==> src/sdcmd_consts.svh <==
// Constants for the command decode, clock-gate and byte-mask block.
// Assumes inclusion by the package and the design modules.
`ifndef SDCMD_CONSTS_SVH
`define SDCMD_CONSTS_SVH
`define SDCMD_WAKE_RECOVERY_CYC  2
`define SDCMD_ROW_CYCLE_CYC      10
`define SDCMD_BURST_LEN          4
`define SDCMD_DATA_W             16
`endif

==> src/sdcmd_pkg.sv <==
// Types for the command decode, clock-gate and byte-mask block.
// Assumes the constants header is available on the include path.
`include "sdcmd_consts.svh"
package sdcmd_pkg;
   typedef struct packed {
      logic       select_n;
      logic       row_strobe_n;
      logic       col_strobe_n;
      logic       write_strobe_n;
      logic       bank_line;
      logic       autoclose_line;
      logic [9:0] addr_low;
   } sdcmd_pins_type;

   typedef enum logic [3:0] {
      SDCMD_NONE, SDCMD_UNSELECTED, SDCMD_NOP, SDCMD_BURST_HALT, SDCMD_READ, SDCMD_STORE,
      SDCMD_ROW_OPEN, SDCMD_BANK_CLOSE, SDCMD_REFRESH, SDCMD_CONFIG_LOAD
   } sdcmd_cmd_type;

   typedef enum logic [2:0] {
      SDCMD_RUN, SDCMD_LOW_POWER, SDCMD_SUSPEND, SDCMD_SELF_REF
   } sdcmd_mode_type;
endpackage : sdcmd_pkg

==> src/sdcmd_decode.sv <==
// Combinational command decoder from sampled command pins.
// Assumes pins are already synchronised to clk.
`timescale 1ns/1ps
module sdcmd_decode
   import sdcmd_pkg::*;
(
   // Sampled inputs
   input  wire sdcmd_pins_type pins,
   input  wire logic           gate_prev,
   // Decoded command
   output      sdcmd_cmd_type  cmd
);
   always_comb begin
      cmd = SDCMD_NONE;
      if (!gate_prev) begin
         cmd = SDCMD_NONE;
      end else if (pins.select_n) begin
         cmd = SDCMD_UNSELECTED;
      end else begin
         case ({pins.row_strobe_n, pins.col_strobe_n, pins.write_strobe_n})
            3'h0:    cmd = SDCMD_CONFIG_LOAD;
            3'h1:    cmd = SDCMD_REFRESH;
            3'h2:    cmd = SDCMD_BANK_CLOSE;
            3'h3:    cmd = SDCMD_ROW_OPEN;
            3'h4:    cmd = SDCMD_STORE;
            3'h5:    cmd = SDCMD_READ;
            3'h6:    cmd = SDCMD_BURST_HALT;
            default: cmd = SDCMD_NOP;
         endcase
      end
   end
endmodule : sdcmd_decode

==> src/sdcmd_core.sv <==
// Command decode, clock-gate control and byte masking of a two-bank SDRAM.
// Assumes all pin inputs are asynchronous to clk and pass two flops first.
`timescale 1ns/1ps
`include "sdcmd_consts.svh"
module sdcmd_core
   import sdcmd_pkg::*;
#(
   parameter int BURST_LEN = `SDCMD_BURST_LEN
)(
   // Clock and reset
   input  wire logic           clk,
   input  wire logic           rst_b,
   // Command pins
   input  wire logic           clock_gate_in,
   input  wire sdcmd_pins_type pins_in,
   // Byte gates
   input  wire logic           high_byte_gate,
   input  wire logic           low_byte_gate,
   // Data pins
   input  wire logic [15:0]    dq_in,
   output      logic [15:0]    dq_out,
   output      logic [15:0]    dq_oe,
   // Status
   output      sdcmd_mode_type mode,
   output      logic [1:0]     bank_active,
   output      logic           write_strobe,
   output      logic [15:0]    write_data,
   output      logic [15:0]    write_byte_en,
   output      logic           internal_clk_en,
   output      logic           refresh_pulse,
   output      logic           config_load
);
   sdcmd_pins_type pins_s1_q, pins_q;
   logic           gate_s_q;
   logic           gate_q, gate_prev_q;
   logic [1:0]     bgate_s1_q, bgate_q;
   logic [15:0]    dq_s1_q, dq_q;
   sdcmd_cmd_type  cmd;
   sdcmd_mode_type mode_q;
   logic [1:0]     bank_q;
   logic           rd_q, wr_q, ac_q, bsel_q;
   logic [3:0]     burst_q;
   logic [15:0]    rd_data_q;
   logic           run;

   // Two-stage input synchronisers
   always_ff @(posedge clk) begin
      pins_s1_q  <= pins_in;
      pins_q     <= pins_s1_q;
      gate_s_q   <= clock_gate_in;
      bgate_s1_q <= {high_byte_gate, low_byte_gate};
      bgate_q    <= bgate_s1_q;
      dq_s1_q    <= dq_in;
      dq_q       <= dq_s1_q;
   end

   always_ff @(posedge clk) begin
      if (!rst_b) begin
         gate_q      <= 1'b1;
         gate_prev_q <= 1'b1;
      end else begin
         // Second flop of the gate; aligned with pins_q so gate now and pins match
         gate_q      <= gate_s_q;
         gate_prev_q <= gate_q;
      end
   end

   sdcmd_decode u_decode (
      .pins      (pins_q),
      .gate_prev (gate_prev_q),
      .cmd       (cmd)
   );

   // Commands act only in run mode with gate high now, except a refresh on a gate fall with both banks idle, which enters self refresh
   assign run = (mode_q == SDCMD_RUN) && gate_q;

   // Mode control
   always_ff @(posedge clk) begin
      if (!rst_b) begin
         mode_q <= SDCMD_RUN;
      end else begin
         case (mode_q)
            SDCMD_RUN: begin
               if (gate_prev_q && !gate_q) begin
                  if (cmd == SDCMD_REFRESH && bank_q == 2'h0) begin
                     mode_q <= SDCMD_SELF_REF;
                  end else if (rd_q || wr_q) begin
                     mode_q <= SDCMD_SUSPEND;
                  end else if (cmd == SDCMD_UNSELECTED || cmd == SDCMD_NOP) begin
                     mode_q <= SDCMD_LOW_POWER;
                  end else begin
                     mode_q <= SDCMD_SUSPEND;
                  end
               end
            end
            default: begin
               if (gate_q) begin
                  mode_q <= SDCMD_RUN;
               end
            end
         endcase
      end
   end

   // Bank and burst state, frozen outside run
   always_ff @(posedge clk) begin
      if (!rst_b) begin
         bank_q  <= 2'h0;
         rd_q    <= 1'b0;
         wr_q    <= 1'b0;
         ac_q    <= 1'b0;
         bsel_q  <= 1'b0;
         burst_q <= 4'h0;
      end else if (run) begin
         if (burst_q != 4'h0) begin
            burst_q <= burst_q - 4'h1;
            if (burst_q == 4'h1) begin
               rd_q <= 1'b0;
               wr_q <= 1'b0;
               if (ac_q) begin
                  bank_q[bsel_q] <= 1'b0;
               end
            end
         end
         case (cmd)
            SDCMD_ROW_OPEN: bank_q[pins_q.bank_line] <= 1'b1;
            SDCMD_BANK_CLOSE: begin
               rd_q    <= 1'b0;
               wr_q    <= 1'b0;
               burst_q <= 4'h0;
               if (pins_q.autoclose_line) begin
                  bank_q <= 2'h0;
               end else begin
                  bank_q[pins_q.bank_line] <= 1'b0;
               end
            end
            SDCMD_READ, SDCMD_STORE: begin
               if (bank_q[pins_q.bank_line]) begin
                  rd_q    <= (cmd == SDCMD_READ);
                  wr_q    <= (cmd == SDCMD_STORE);
                  ac_q    <= pins_q.autoclose_line;
                  bsel_q  <= pins_q.bank_line;
                  burst_q <= 4'(BURST_LEN);
               end
            end
            SDCMD_BURST_HALT: begin
               rd_q    <= 1'b0;
               wr_q    <= 1'b0;
               burst_q <= 4'h0;
            end
            default: ;
         endcase
      end
   end

   // Outputs registered; byte gates control each lane independently
   always_ff @(posedge clk) begin
      if (!rst_b) begin
         dq_oe         <= 16'h0000;
         dq_out        <= 16'h0000;
         write_strobe  <= 1'b0;
         write_data    <= 16'h0000;
         write_byte_en <= 16'h0000;
         rd_data_q     <= 16'h0000;
         refresh_pulse <= 1'b0;
         config_load   <= 1'b0;
         internal_clk_en <= 1'b1;
      end else begin
         internal_clk_en <= (mode_q == SDCMD_RUN);
         refresh_pulse <= run && cmd == SDCMD_REFRESH && bank_q == 2'h0;
         config_load   <= run && cmd == SDCMD_CONFIG_LOAD;
         rd_data_q     <= rd_data_q + 16'h0001;
         dq_out        <= rd_data_q;
         dq_oe[15:8]   <= {8{run && rd_q && gate_prev_q && !bgate_q[1]}};
         dq_oe[7:0]    <= {8{run && rd_q && gate_prev_q && !bgate_q[0]}};
         write_strobe  <= run && (wr_q || cmd == SDCMD_STORE);
         write_data    <= dq_q;
         write_byte_en <= {{8{!bgate_q[1]}}, {8{!bgate_q[0]}}};
      end
   end

   assign mode            = mode_q;
   assign bank_active     = bank_q;
endmodule : sdcmd_core

==> config.mk <==
export PLATFORM = sky130hd
export DESIGN_NAME = sdcmd_core
export DESIGN_NICKNAME = d
export VERILOG_FILES = /design/src/sdcmd_pkg.sv /design/src/sdcmd_decode.sv /design/src/sdcmd_core.sv
export VERILOG_INCLUDE_DIRS = /design/src /design/src/src
export SDC_FILE = /design/constraint.sdc
export NUM_CORES = 1
export LEC_CHECK = 0
export BUFFER_PORTS_ARGS = -buffer_cell sky130_fd_sc_hd__buf_2
export CAP_MARGIN = 20
export CORE_MARGIN = 5
export CORE_UTILIZATION = 35
export DETAILED_ROUTE_END_ITERATION = 12
export GPL_TIMING_DRIVEN = 0
export PLACE_DENSITY = 0.61
export REMOVE_ABC_BUFFERS = 1
export SYNTH_ARGS = -nofsm -noshare
export SYNTH_HDL_FRONTEND = slang
export SYNTH_SLANG_ARGS = --single-unit
==> constraint.sdc <==
create_clock -name clk -period 1.75 [get_ports clk]
set_input_delay 0.2625 -clock clk [delete_from_list [all_inputs] [get_ports clk]]
set_output_delay 0.2625 -clock clk [all_outputs]
set_load 0.03 [all_outputs]
; ---- After elaboration in Yosys (flattened, before gate mapping)
; Index checks and enable logic that the tools add are counted.
[word_totals]
reg_bits = 134
[op_classes]
n_addsub = 2
order_cmp = 4
n_eq_ne = 17
muxes = 33
bitwise = 5
n_reduce_logical = 28
[ops]
columns = op, count
row1 = $pmux 4 s7, 1
row2 = $mux 2, 9
row3 = $add 16x1->16 const B, 1
row4 = $eq 4x3->1 const B, 4
row5 = $mux 4, 4
row6 = $logic_and 1x1->1, 13
row7 = $mux 1, 10
row8 = $eq 3x3->1 const B, 3
row9 = $mux 3, 3
row10 = $eq 4x1->1 const B, 2
row11 = $eq 4x2->1 const B, 2
row12 = $eq 4x4->1 const B, 2
row13 = $pmux 4 s2, 1
row14 = $eq 3x2->1 const B, 2
row15 = $logic_not 3->1, 2
row16 = $and 2x2->2, 2
row17 = $lt 1x2->1 const B, 2
row18 = $not 2->2, 2
row19 = $pmux 1 s2, 2
row20 = $pmux 2 s2, 1
row21 = $reduce_bool 4->1, 1
row22 = $reduce_or 2->1, 2
row23 = $sub 4x1->4 const B, 1
row24 = $eq 3x1->1 const B, 1
row25 = other kinds (10), 16

; ---- Longest topological paths before layout
[depth]
ltp_word = 14
mapped_depth = 6

; ---- Modules after synthesis
; From an unflattened synthesis, not the netlist that was laid out.
[unflattened]
cells_unflattened = 357
hier_area_um2 = 4129.0
[by_module_without_submodules]
columns = module, instances, cells_per_inst, area_per_inst_um2, seq_area_each_um2
row1 = sdcmd_core, 1, 350, 4087.7, 2782.7
row2 = sdcmd_decode, 1, 7, 41.3, 0.0

; ---- Worst setup path before layout
; Ideal clock, no wire load.
[synth_path]
path_type = register -> register
startpoint = register burst_q[0]
endpoint = register wr_q
arrival_time_ns = 1.441
required_ns = 1.634
path_slack_ns = 0.193
stages_incl_launch_ff = 6
synth_period_minus_slack_ns = 1.557
path_cell_list = dfxtp_1 -> inv_1 -> ha_1 -> nor4b_1 -> o21ai_0 -> a41o_1
[synth_via]
elab_chain_cells = 5
word_cells_on_any_way = 6
[synth_lines]
columns = element, line_no
row1 = from (decl), sdcmd_core.sv:42  ; logic [3:0] burst_q;
row2 = from (signal assigned), sdcmd_core.sv:116  ; burst_q <= burst_q - 4'h1;
row3 = from (signal assigned), sdcmd_core.sv:143  ; burst_q <= 4'(BURST_LEN);
row4 = $eq 4x1->1, sdcmd_core.sv:117  ; if (burst_q == 4'h1) begin
row5 = $mux 1, sdcmd_core.sv:117
row6 = $mux 1 *, sdcmd_core.sv:115  ; if (burst_q != 4'h0) begin
row7 = $mux 1, sdcmd_core.sv:138  ; if (bank_q[pins_q.bank_line]) begin
row8 = $pmux 1 s2 *, sdcmd_core.sv:125  ; case (cmd)
row9 = to (signal assigned), sdcmd_core.sv:140  ; wr_q <= (cmd == SDCMD_STORE);
row10 = to (decl), sdcmd_core.sv:41  ; logic rd_q, wr_q, ac_q, bsel_q;
; Every way passes the cells marked *; elsewhere a longest branch is shown, timed or not.
; A chain may end at the register's enable or synchronous reset.

; ---- Final worst setup path
[layout_path]
startpoint = register burst_q[0]
endpoint = register burst_q[2]
[layout_via]
elab_chain_cells = 4
word_cells_on_any_way = 5
[layout_lines]
columns = element, line_no
row1 = $sub 4x1->4 or $reduce_bool 4->1 (tied branches), "sdcmd_core.sv:116, sdcmd_core.sv:115"
row2 = $mux 4 *, sdcmd_core.sv:115
row3 = $mux 4, sdcmd_core.sv:138
row4 = $pmux 4 s2 *, sdcmd_core.sv:125
; Marks and branches as above.

==> impl_metrics.py <==
metrics = {
    "clock_tree": {
        "clockBufferDepth": 2,
        "post_cts_buffers": 0,
        "cts_root_buf": "clkbuf_8",
        "numCtsBuffers": 17,
        "clk_latency_ns": 0.49,
        "clock-sinks": 119,
        "htree_levels": 4,
        "clkTransAtPathRegs_ns": 0.06,
        "cts_tree": "built",
    },
    "logic_synthesis": {
        "synth_edf_count": 0,
        "yosys_warnings": 0,
        "synth_top_family_by_area": "simple AND/OR/NAND/NOR gates",
        "netlist.area_leader.share_pct": 63.3,
        "synth-seq-cells": 119,
        "synthSimpleGateAreaFrac_pct": 18.6,
        "synth_cell_types": 43,
        "synth_fa_ha_area_share_pct": 1.33,
        "synth_top_area_cell": "dfxtp_1",
        "synth_seq_area_share_pct": 63.3,
        "ys_top_cells_by_area": "dfxtp_1 (63%), and2_1 (6.8%), buf_4 (5.8%)",
        "synthCells": 326,
        "synthMuxAreaShare_pct": 1.83,
        "synthArstFlopShare_pct": 0,
        "synth_compound_area_share_pct": 5.05,
        "avgSynthCellArea_um2": 11.5,
        "ys.flop_type": "dfxtp_1",
        "synth_xor_area_share_pct": 2.33,
        "syn-cell-area_um2": 3760,
    },
    "floorplanning": {
        "num_rows": 37,
        "fp.dieW_um": 114,
        "die-area_um2": 12900,
        "die_h_um": 114,
        "start_util_pct": 36.1,
        "io-pin-count": 110,
        "design.core.area_um2": 10400,
    },
    "power": {
        "pwr-share-comb_pct": 8.6,
        "vdd_drop_max_uv": 624,
        "p_total_mw": 6.72,
        "power.density_nw_per_um2": 1350,
        "p_leak_nw": 2.24,
        "power_frac_seq_pct": 43.9,
        "p_sw_share_pct": 25.3,
        "power.switching_mw": 1.70,
        "internal_power_mw": 5.02,
        "clkPwrFrac_pct": 47.5,
    },
    "sta": {
        "fin_crit_ns": 1.64,
        "tightest_slew_ns": 0.938,
        "clock_skew_ns": 0.00663,
        "min_period_over_period_pct": 93.8,
        "timing.fmax_ghz": 0.609,
        "finalHoldViolCount": 0,
        "relSlewSlack_pct": 37.5,
        "slew_violations": 0,
        "setup_viol": 0,
        "setup_ws_ns": 0.109,
    },
    "finish": {
        "final_common_cell": "dfxtp_1",
        "final_cell_mix": "dfxtp_1 (119), buf_2 (98), and2_1 (41), dlygate4sd3_1 (25), clkbuf_16 (16)",
        "num_antenna_cells": 0,
        "nets": 472,
        "syn_to_final_growth_pct": 32.7,
        "drive_above_1_share_pct": 31.8,
        "stdcell_area_um2": 5000,
    },
    "critical_path": {
        "end_kind": "flip-flop",
        "crit_buf_inv": 1,
        "startpoint_type": "flip-flop",
        "cp.arrival_ns": 2.06,
        "critical_path.top_delay_family": "simple AND/OR/NAND/NOR gates",
        "critPathSlowestCell": "dfxtp_1",
        "critPathMostFrequentCell": "nor2b_1",
        "worstSetupPathType": "reg -> reg",
        "slowest_delay_ns": 0.41,
        "required_ns": 2.17,
        "crit_fanout": 5,
        "cp_cell_sequence": "inv_1 > ha_1 > nor2b_1 > nor4b_1 > a221oi_1 > nor2b_1",
        "cp-startpoint": "burst_q[0]",
        "reg2reg_from": "burst_q[0]",
    },
    "detailed_routing": {
        "route.antenna.remaining_nets": 0,
        "drt-total-wl_um": 6880,
        "wl_per_cell_um": 11.9,
        "first_pass_iters": 4,
        "vias_per_cell": 4.37,
        "route.detailed.drc": 0,
        "drtIter0Drc": 66,
        "vias": 2537,
    },
    "placed_design": {
        "place_congestion": 0.744,
        "placed_cell_area_um2": 4170,
        "portBuffers": 98,
        "dpl.hpwl_um": 4450,
        "place_ws_ns": -0.116,
    },
    "job": {
        "maxCapViolations": 0,
    },
    "grt": {
        "antenna_found_initial": 0,
        "grt_start_max_net_pins": 68,
        "grt_pass1_vias": 2541,
        "grt.overflow.total": 0,
        "grt_usage_pct": 11.0,
        "grt_pass1_wl_um": 11300,
    },
    "run_status": {
        "status": "completed",
    },
    "min_path": {
        "hold_class": "reg -> reg",
        "hold_path_startpoint": "pins_s1_q[10]",
    },
}
-- registers in the layout (all words and copies together), names as in the netlist, 4 cells and up --
name,count
pins_q,6
pins_s1_q,6
dq_q,16
write_data,16
rd_data_q,16
dq_s1_q,16
dq_out,16
burst_q,4
-- path summary, 6_finish.rpt --
| kind | cells past startpoint | slack (ns) | end |
|---|---|---|---|
| hold / removal | 0 | 0.32 | pins_q[10] |
| setup / recovery | 6 | 0.11 | burst_q[2] |
| setup reg to reg | 6 | 0.11 | burst_q[2] |
| hold reg to reg | 0 | 0.32 | pins_q[10] |
-- routing by layer --
metal  up-vias  wire, um  track usage (%)
met4         0        80             4.73
li1       1276         -                -
met2        89      3110             17.5
met5         -         0                0
met1      1166      3070             12.9
met3         6       617             4.77
-- cell families (layout without fill, tap and decap cells) --
kind of cell / Yosys count / count (layout)
DFF: 119 / 119
muxes: 6 / 6
xor gates and xnor gates: 10 / 10
AOI/OAI and AO/OA: 28 / 28
buffers and inverters: 44 / 162
other: 1 / 1
and+or+nand+nor: 114 / 114
adders and majority gates: 4 / 4
-- per-stage QoR --
stage	instances	setup TNS [ns]	hold WS, ns	utilization [%]
5_1_grt	580	-0.0206	0.326	48.0
4_1_cts	580	0	0.324	47.9
6_report	580	0	0.322	48.0
2_1_floorplan	289	-10.35	0.290	-
3_5_place_dp	523	-0.183	0.312	40.0
3_3_place_gp	523	-0.0370	0.311	40.0
-- power groups by stage --
stage	Clock (mW)	Combinational (mW)	Sequential [mW]
6_report	3.19	0.580	2.95
5_1_grt	3.40	0.649	2.97
4_1_cts	3.29	0.568	2.94
3_5_place_dp	0	0.515	3.00
3_3_place_gp	0	0.493	2.99
2_1_floorplan	0	0.273	3.07
-- timing repair --
item | 4_1_cts | 5_1_grt
pin swaps | 0 | 0
hold endpoints to repair | 25 | 0
setup endpoints to repair | 4 | 2
gates cloned | 0 | 0
resized for setup | 1 | 2
hold buffers | 25 | 0
-- synth_stat cells (2+ instances only) --
master,instances
or3b_1,2
buf_4,29
nor3b_1,2
nand2_1,10
and4bb_2,2
ha_1,4
xnor2_1,7
inv_1,7
nand2b_1,2
o211ai_1,3
nand3_1,10
o31a_1,2
o21ai_0,7
o22ai_1,2
xor2_1,3
nor4b_1,3
nand4_1,5
and2_1,41
nor4_1,3
clkbuf_1,7
and3_1,3
dfxtp_1,119
mux2i_1,2
mux2_2,3
a21oi_1,6
nor3_1,5
nand3b_1,3
a21boi_0,3
nor2b_1,11
nor2_1,7
-- area by class of cell --
type                            instances  area (um2)
Clock buffer                           17         414
Clock inverter                         15         146
Fill cell                             973        5420
Inverter                                7        26.3
Multi-Input combinational cell        163        1120
Sequential cell                       119        2380
Tap cell                              136         170
Timing Repair Buffer                  123         741
Power figures use the tool's default switching activity.
